<file path="src/logic/ppm_consts.svh">
// constants of the profile pin modulation select block
// assumes a single 40 MHz ref_clk and a plain strobe register port
`ifndef PPM_CONSTS_SVH
`define PPM_CONSTS_SVH

// register byte offsets
`define PPM_OFF_FR1        8'h00
`define PPM_OFF_CFR        8'h04
`define PPM_OFF_STATUS     8'h08

// function_register_one fields
`define PPM_FR1_LEVEL_LSB  8
`define PPM_FR1_RAMP_LSB   10
`define PPM_FR1_ASSIGN_LSB 12
// channel_function_register fields
`define PPM_CFR_SWEEP_BIT  14
`define PPM_CFR_MODT_LSB   22

// reset values
`define PPM_RST_FR1        32'h0000_0000
`define PPM_RST_CFR        32'h0000_0000

// word addresses of the selected profile
`define PPM_ADDR_FREQ0     8'h04
`define PPM_ADDR_PHASE0    8'h05
`define PPM_ADDR_AMPL0     8'h06
`define PPM_ADDR_PROFILE1  8'h0A

`endif

</file>
<file path="src/logic/ppm_pkg.sv">
// types of the profile pin modulation select block
// assumes ppm_consts.svh for the register constants; enum codes are set here
package ppm_pkg;

    typedef enum logic [1:0] {
        ramp_off    = 2'b00,
        ramp_p23    = 2'b01,
        ramp_p3     = 2'b10,
        ramp_serial = 2'b11
    } ppm_ramp_src_type;

    typedef enum logic [1:0] {
        level_two     = 2'b00,
        level_four    = 2'b01,
        level_eight   = 2'b10,
        level_sixteen = 2'b11
    } ppm_level_type;

    typedef enum logic [1:0] {
        mod_off       = 2'b00,
        mod_amplitude = 2'b01,
        mod_frequency = 2'b10,
        mod_phase     = 2'b11
    } ppm_mod_type_type;

    // function_register_one, the fields this block uses
    typedef struct packed {
        logic [2:0]       pin_assignment_config;
        ppm_ramp_src_type ramp_src;
        ppm_level_type    level;
    } ppm_fr1_type;

    // channel_function_register, the fields this block uses
    typedef struct packed {
        ppm_mod_type_type modulation_type_select;
        logic             sweep_enable;
    } ppm_cfr_type;

    // selection result toward the primary_channel datapath
    typedef struct packed {
        logic       config_error;
        logic       single_bit_io;
        logic       mod_active;
        logic       ramp_active;
        logic       ramp_down;
        logic [7:0] word_addr;
        logic [3:0] profile_index;
    } ppm_sel_type;

    // whole state of the block
    typedef struct packed {
        ppm_fr1_type fr1;
        ppm_cfr_type channel_function_register;
        logic [6:0]  sync1;
        logic [6:0]  sync2;
        logic [6:0]  sync3;
        logic [6:0]  pins;
        ppm_sel_type sel;
        logic [31:0] rdata;
    } ppm_state_type;

endpackage : ppm_pkg

</file>
<file path="src/logic/ppm_select.sv">
// profile pin and serial pin decoder for primary_channel shift keying
// assumes pins are asynchronous to ref_clk and registers come over a
// one-cycle strobe port with read data in the following cycle
//
// The strobed register port and the register offsets were chosen for this implementation.
`timescale 1ns/10ps
`include "ppm_consts.svh"

module ppm_select (
    // clock and reset
    input  wire logic                ref_clk,
    input  wire logic                rstn,
    // register port
    input  wire logic [7:0]          reg_addr,
    input  wire logic [31:0]         reg_wdata,
    input  wire logic                reg_write,
    input  wire logic                reg_read,
    output logic [31:0]              reg_rdata,
    // pins from the external controller
    input  wire logic [3:0]          profile_pin,
    input  wire logic [2:0]          serial_data_pin,
    // selection result
    output ppm_pkg::ppm_sel_type     select
);

    ppm_pkg::ppm_state_type state;
    ppm_pkg::ppm_state_type next_state;

    // word address of a profile index for the modulated parameter
    function automatic logic [7:0] word_addr_of(
        input ppm_pkg::ppm_mod_type_type mt,
        input logic [3:0]                idx
    );
        logic [7:0] a;
        a = `PPM_ADDR_FREQ0;
        if (idx == 4'h0) begin
            unique case (mt)
                ppm_pkg::mod_phase:     a = `PPM_ADDR_PHASE0;
                ppm_pkg::mod_amplitude: a = `PPM_ADDR_AMPL0;
                default:                a = `PPM_ADDR_FREQ0;
            endcase
        end else begin
            a = `PPM_ADDR_PROFILE1 + {4'h0, idx} - 8'h01;
        end
        return a;
    endfunction : word_addr_of

    // pins: bits 3..0 profile pins three..zero, bits 6..4 serial 3..1
    function automatic ppm_pkg::ppm_sel_type decode(
        input ppm_pkg::ppm_fr1_type fr1,
        input ppm_pkg::ppm_cfr_type channel_function_register,
        input logic [6:0]           pins,
        input logic                 prev_down
    );
        ppm_pkg::ppm_sel_type r;
        logic [3:0]           p;
        logic [2:0]           s;
        logic                 ok;
        logic [2:0]           pa;
        r  = '0;
        p  = pins[3:0];
        s  = pins[6:4];
        ok = 1'b1;
        pa = fr1.pin_assignment_config;
        unique case (fr1.ramp_src)
            ppm_pkg::ramp_off: begin
                unique case (fr1.level)
                    ppm_pkg::level_two:
                        r.profile_index = {3'b000, p[1]};
                    ppm_pkg::level_four:
                        if (pa == 3'b011) begin
                            r.profile_index = {2'b00, p[0], p[1]};
                        end else begin
                            ok = 1'b0;
                        end
                    ppm_pkg::level_eight:
                        if (pa[1:0] == 2'b01) begin
                            r.profile_index = {1'b0, p[0], p[1], p[2]};
                        end else begin
                            ok = 1'b0;
                        end
                    ppm_pkg::level_sixteen:
                        if (pa[1:0] == 2'b01) begin
                            r.profile_index = {p[0], p[1], p[2], p[3]};
                        end else begin
                            ok = 1'b0;
                        end
                endcase
            end
            ppm_pkg::ramp_p23: begin
                r.ramp_active = 1'b1;
                if (fr1.level != ppm_pkg::level_two) begin
                    ok = 1'b0;
                end else if (pa == 3'b000) begin
                    r.profile_index = {3'b000, p[1]};
                    r.ramp_down     = p[3];
                end else if (pa == 3'b011) begin
                    r.profile_index = {3'b000, p[0]};
                    r.ramp_down     = p[2];
                end else begin
                    ok = 1'b0;
                end
            end
            ppm_pkg::ramp_p3: begin
                r.ramp_active = 1'b1;
                if (fr1.level == ppm_pkg::level_eight && pa[1:0] == 2'b01) begin
                    r.profile_index = {1'b0, p[0], p[1], p[2]};
                    r.ramp_down     = p[3];
                end else begin
                    ok = 1'b0;
                end
            end
            ppm_pkg::ramp_serial: begin
                r.ramp_active   = 1'b1;
                r.single_bit_io = 1'b1;
                unique case (fr1.level)
                    ppm_pkg::level_two: begin
                        r.profile_index = {3'b000, p[1]};
                        // other patterns hold the last request
                        if (s == 3'b010) begin
                            r.ramp_down = 1'b0;
                        // s holds serial pins 3..1, so pattern 0,1,1 is 110
                        end else if (s == 3'b110) begin
                            r.ramp_down = 1'b1;
                        end else begin
                            r.ramp_down = prev_down;
                        end
                    end
                    ppm_pkg::level_four:
                        if (pa == 3'b000) begin
                            r.profile_index = {2'b00, p[2], p[3]};
                            r.ramp_down     = s[1];
                        end else if (pa == 3'b011) begin
                            r.profile_index = {2'b00, p[0], p[1]};
                            r.ramp_down     = s[0];
                        end else begin
                            ok = 1'b0;
                        end
                    ppm_pkg::level_sixteen:
                        if (pa[1:0] == 2'b01) begin
                            r.profile_index = {p[0], p[1], p[2], p[3]};
                            r.ramp_down     = s[0];
                        end else begin
                            ok = 1'b0;
                        end
                    default:
                        ok = 1'b0;
                endcase
            end
        endcase
        // sweep must be off while modulating
        r.config_error = !ok
            || (channel_function_register.sweep_enable
                && channel_function_register.modulation_type_select != ppm_pkg::mod_off);
        r.mod_active = ok && !channel_function_register.sweep_enable
            && channel_function_register.modulation_type_select != ppm_pkg::mod_off;
        if (!ok) begin
            r.ramp_active = 1'b0;
            r.ramp_down   = 1'b0;
        end
        // a broken setup parks the channel on its initial word
        if (!r.mod_active) begin
            r.profile_index = 4'h0;
        end
        r.word_addr = word_addr_of(channel_function_register.modulation_type_select,
                                   r.profile_index);
        return r;
    endfunction : decode

    always_comb begin
        next_state       = state;
        next_state.rdata = 32'h0000_0000;
        // three-stage synchroniser; a bit counts once stages two and
        // three agree, which also rejects single-cycle glitches
        next_state.sync1 = {serial_data_pin, profile_pin};
        next_state.sync2 = state.sync1;
        next_state.sync3 = state.sync2;
        next_state.pins  = (state.sync2 & state.sync3)
                         | (state.pins & (state.sync2 ^ state.sync3));
        next_state.sel   = decode(state.fr1, state.channel_function_register, state.pins,
                                  state.sel.ramp_down);
        if (reg_write) begin
            unique case (reg_addr)
                `PPM_OFF_FR1: begin
                    next_state.fr1.level = ppm_pkg::ppm_level_type'(
                        reg_wdata[`PPM_FR1_LEVEL_LSB +: 2]);
                    next_state.fr1.ramp_src = ppm_pkg::ppm_ramp_src_type'(
                        reg_wdata[`PPM_FR1_RAMP_LSB +: 2]);
                    next_state.fr1.pin_assignment_config =
                        reg_wdata[`PPM_FR1_ASSIGN_LSB +: 3];
                end
                `PPM_OFF_CFR: begin
                    next_state.channel_function_register.sweep_enable =
                        reg_wdata[`PPM_CFR_SWEEP_BIT];
                    next_state.channel_function_register.modulation_type_select =
                        ppm_pkg::ppm_mod_type_type'(
                        reg_wdata[`PPM_CFR_MODT_LSB +: 2]);
                end
                default: begin
                end
            endcase
        end
        if (reg_read) begin
            unique case (reg_addr)
                `PPM_OFF_FR1: begin
                    next_state.rdata[`PPM_FR1_LEVEL_LSB +: 2] =
                        state.fr1.level;
                    next_state.rdata[`PPM_FR1_RAMP_LSB +: 2] =
                        state.fr1.ramp_src;
                    next_state.rdata[`PPM_FR1_ASSIGN_LSB +: 3] =
                        state.fr1.pin_assignment_config;
                end
                `PPM_OFF_CFR: begin
                    next_state.rdata[`PPM_CFR_SWEEP_BIT] =
                        state.channel_function_register.sweep_enable;
                    next_state.rdata[`PPM_CFR_MODT_LSB +: 2] =
                        state.channel_function_register.modulation_type_select;
                end
                `PPM_OFF_STATUS: begin
                    next_state.rdata[25:0] = {state.sel, state.pins};
                end
                default: begin
                end
            endcase
        end
    end

    always_ff @(posedge ref_clk or negedge rstn) begin
        if (!rstn) begin
            state     <= '0;
            state.fr1 <= ppm_pkg::ppm_fr1_type'(`PPM_RST_FR1);
            state.channel_function_register <= ppm_pkg::ppm_cfr_type'(`PPM_RST_CFR);
        end else begin
            state <= next_state;
        end
    end

    assign reg_rdata = state.rdata;
    assign select    = state.sel;
endmodule : ppm_select

</file>
<file path="config.mk">
export PLATFORM = sky130hd
export DESIGN_NAME = ppm_select
export DESIGN_NICKNAME = d
export VERILOG_FILES = /design/src/logic/ppm_pkg.sv /design/src/logic/ppm_select.sv
export VERILOG_INCLUDE_DIRS = /design/src /design/src/logic
export SDC_FILE = /design/constraint.sdc
export NUM_CORES = 1
export LEC_CHECK = 0
export BUFFER_PORTS_ARGS = -buffer_cell sky130_fd_sc_hd__buf_2
export CORE_MARGIN = 8
export CORE_UTILIZATION = 40
export CTS_BUF_LIST = sky130_fd_sc_hd__clkbuf_4
export DETAILED_ROUTE_END_ITERATION = 8
export GPL_TIMING_DRIVEN = 0
export PLACE_DENSITY = 0.69
export SLEW_MARGIN = 40
export SYNTH_ARGS = -nofsm -noshare
export SYNTH_HDL_FRONTEND = slang
export SYNTH_SLANG_ARGS = --single-unit
</file>
<file path="constraint.sdc">
create_clock -name ref_clk -period 3.28 [get_ports ref_clk]
set_input_delay 0.328 -clock ref_clk [delete_from_list [all_inputs] [get_ports ref_clk]]
set_output_delay 0.328 -clock ref_clk [all_outputs]
set_load 0.01 [all_outputs]
</file>
==> impl_metrics.yaml <==
status:
  outcome: "complete, no violations"
hold_path:
  min_path_type: "primary input to flip-flop"
timing:
  max_freq_mhz: 364.6
  setup_viol: 0
  fin_tns_setup_ns: 0
  rsz0062_at_grt: "false"
  timing.final.crit_share_pct: 83.63
  min_period_ns: 2.743
  tightestPinTransition_ns: 0.6219
  max-slew-margin-rel_pct: 58.54
  holdWs_ns: 0.1357
  finClkSkew_ns: 0.01708
  drv_slew: 0
  hold_violations: 0
clock_tree:
  clock_sinks: 73
  cts_tree: "done"
  h-tree-depth: 3
  cts_max_path_buffers: 2
  numCtsBuffers: 9
  worstSkewPairLatency_ns: 0.42
  clk_pin_slew_ns: 0.12
  root_buffer: "clkbuf_4"
job:
  drv_cap: 0
final_layout:
  area_growth_pct: 21.69
  final_nets: 459
  diodes: 0
  drive_above_1_share_pct: 37.13
  final.fill_count: 762
  fin_util_pct: 50.32
global_routing:
  grt_pass1_vias: 2396
  antenna_found_initial: 0
  grt_pass1_wl_mm: 11.56
  globalRouteTotalUtil_pct: 12.42
  grt_max_degree: 50
  overflow: 0
logic_synthesis:
  synth_mux_area_share_pct: 5.973
  synth_top_family_by_area: "simple AND/OR/NAND/NOR gates"
  synth-simple-area-share_pct: 13.92
  async_reset_ff_share_pct: 100.0
  synth_flop_cell: "dfrtp_1"
  synthesis.area_mm2: 0.003415
  ys_seq_area_share_pct: 53.50
  ys_types: 51
  synth_area_per_cell_um2: 11.20
  synth_edf_count: 0
  synthAdderAreaFrac_pct: 3.298
  ys_seq_elements: 73
  synth_compound_area_share_pct: 9.198
  postSynthCellCount: 305
  synth_xor_area_share_pct: 0.2565
  yosysWarnings: 0
die:
  die_x_um: 108.4
  io_pins: 100
  fp.dieArea_mm2: 0.01175
  num_rows: 33
  start_util_pct: 41.35
  core_area_mm2: 0.008258
  die_y_um: 108.4
critical_path:
  crit_top_cell: "nand2_1"
  start_kind: "flip-flop"
  end_kind: "flip-flop"
  crit_slowest_cell: "or4bb_1"
  crit_path_max_incr_delay_ns: 0.53
  cp_max_fo: 10
  worstSetupPathType: "flip-flop to flip-flop"
  path_cells: "clkbuf_1 > or4bb_1 > a21oi_1 > a2111oi_1 > or3_4 > nor2_2 > inv_1 > ha_1 > nand2_1 > nand2_1 > mux2i_1"
  worstPathRequired_ns: 3.61
  cp_data_arrival_time_ns: 3.08
detailed_routing:
  avgRoutedWirePerCell_um: 13.75
  drtPass1Iterations: 4
  drc: 0
  via_per_inst: 4.717
  vias: 2401
  wirelength_mm: 6.998
  drtAntennaViolNets: 0
  drtIter0Drc: 145
power:
  irDropWorstVdd_mv: 0.2563
  p_clk_share_pct: 32.2
  comb_power_share_pct: 12.2
  p_per_area_mw_per_mm2: 416.3
  p_sw_share_pct: 26.16
  seqPwrFrac_pct: 55.6
  internal_power_mw: 1.278
  leakage_nw: 2.196
  p_sw_mw: 0.4525
placement:
  gp_congestion: 0.8542
  hpwl_mm: 5.255
  numPortBuffers: 61
layout by cell type (no fill, tap or decap), types with 5 or more instances in the layout:
master and n:
clkbuf_1 10, a21o_1 8, buf_2 63, dfrtp_1 73
mux2i_1 8, clkbuf_4 10, dlygate4sd3_1 8, inv_1 10
nor2_1 16, conb_1 14, o21ai_0 8, ha_1 9
nand3_1 6, and2_1 11, nor3_1 5, buf_4 49
a21oi_1 15, nand2b_1 7, nand2_1 8, mux2_2 11
layout make-up:
type                       instances  area [µm²]  share of cell area [%]
buffer                            63       431.7                   10.39
clock buffer                      10       75.07                   1.807
clock inverter                     6       66.31                   1.596
inverter                          10       37.54                  0.9033
multi-input combinational        172        1167                   28.09
sequential                        73        1827                   43.96
tap                              105       131.4                   3.162
timing repair buffer              70       419.2                   10.09
layer usage:
metal / vias to the layer above / wire length (µm) / global-route usage (%)
li1: 1175 / - / -
met1: 1136 / 2960 / 15.17
met2: 78 / 3404 / 19.83
met3: 12 / 491 / 3.807
met4: 0 / 141 / 5.474
met5: - / 0 / 0
critical path: cells and delay by family, from the launching register on:
| family | cells | cell delay (ns) |
|---|---|---|
| AOI/OAI and AO/OA | 2 | 0.28 |
| adders and majority gates | 1 | 0.21 |
| buffers and inverters | 2 | 0.29 |
| DFF | 1 | 0.38 |
| muxes | 1 | 0.17 |
| and+or+nand+nor | 5 | 1.33 |
cells in the mapped netlist (2+ instances only):
master     n  area, µm²
ha_1       9      112.6
a21oi_1   15      75.07
nand3_1    6      30.03
mux2_2    11      123.9
buf_2      3      15.01
clkbuf_1  10      37.54
mux2i_1    8      80.08
nand3b_1   3      22.52
nor4_1     2      12.51
a31oi_1    3      18.77
nor2_1    16      60.06
a21o_1     8      60.06
dfrtp_1   73       1827
nor2b_1    2      12.51
buf_4     49      367.9
nor3b_1    3      22.52
or2_2      2      12.51
nor3_1     5      25.02
nand2b_1   7      43.79
o31ai_1    2      15.01
a211oi_1   3      22.52
inv_1     10      37.54
nand2_1    8      30.03
and2_1    11      68.82
a22oi_1    3      22.52
o21ai_0    8      40.04
power groups by stage:
stage	combinational, mW	sequential, mW	clock [mW]
floorplan	0.133	0.970	0
global placement	0.196	0.978	0
global route	0.235	0.966	0.624
CTS	0.212	0.962	0.585
finish	0.211	0.961	0.558
detailed placement	0.204	0.979	0
sequential cells by signal, summed over array words and instances, names as in the netlist:
register / flops
select: 14
state: 24
next_state: 14
reg_rdata: 21
per-stage QoR:
stage          setup slack [ns]  cell area (µm²)  power, mW  std cells
6_report                 0.5371             4155      1.730        509
5_1_grt                  0.3605             4155      1.825        509
4_1_cts                  0.5443             4155      1.758        509
3_5_place_dp             0.5857             3934      1.183        485
3_3_place_gp             0.6252             3900      1.174        484
2_1_floorplan            0.9179             3463      1.103        318
path summary, 6_finish.rpt:
| kind | from | endpoint | slack [ns] | depth (start not counted) |
|---|---|---|---|---|
| max in group asynchronous | rstn | select[1] | 2.45 | 3 |
| min | reg_wdata[9] | state[81] | 0.14 | 2 |
| min reg2reg | next_state[63] | next_state[56] | 0.36 | 0 |
| min in group asynchronous | rstn | next_state[66] | 0.33 | 2 |
| max reg2reg | state[86] | select[7] | 0.54 | 11 |
| max | state[86] | select[7] | 0.54 | 11 |
repair_timing:
item / CTS / global route
hold buffers: 8 / 0
gates resized for setup: 0 / 0
setup buffers: 0 / 0
hold endpoints to repair: 31 / 0
logic make-up (layout without fill, tap and decap cells):
group | Yosys count | in the layout
and+or+nand+nor | 80 | 80
DFF | 73 | 73
buffers and inverters | 73 | 159
AOI/OAI and AO/OA | 49 | 49
muxes | 19 | 19
adders and majority gates | 9 | 9
other | 1 | 14
xor gates and xnor gates | 1 | 1
(Power assumes the default switching activity.)
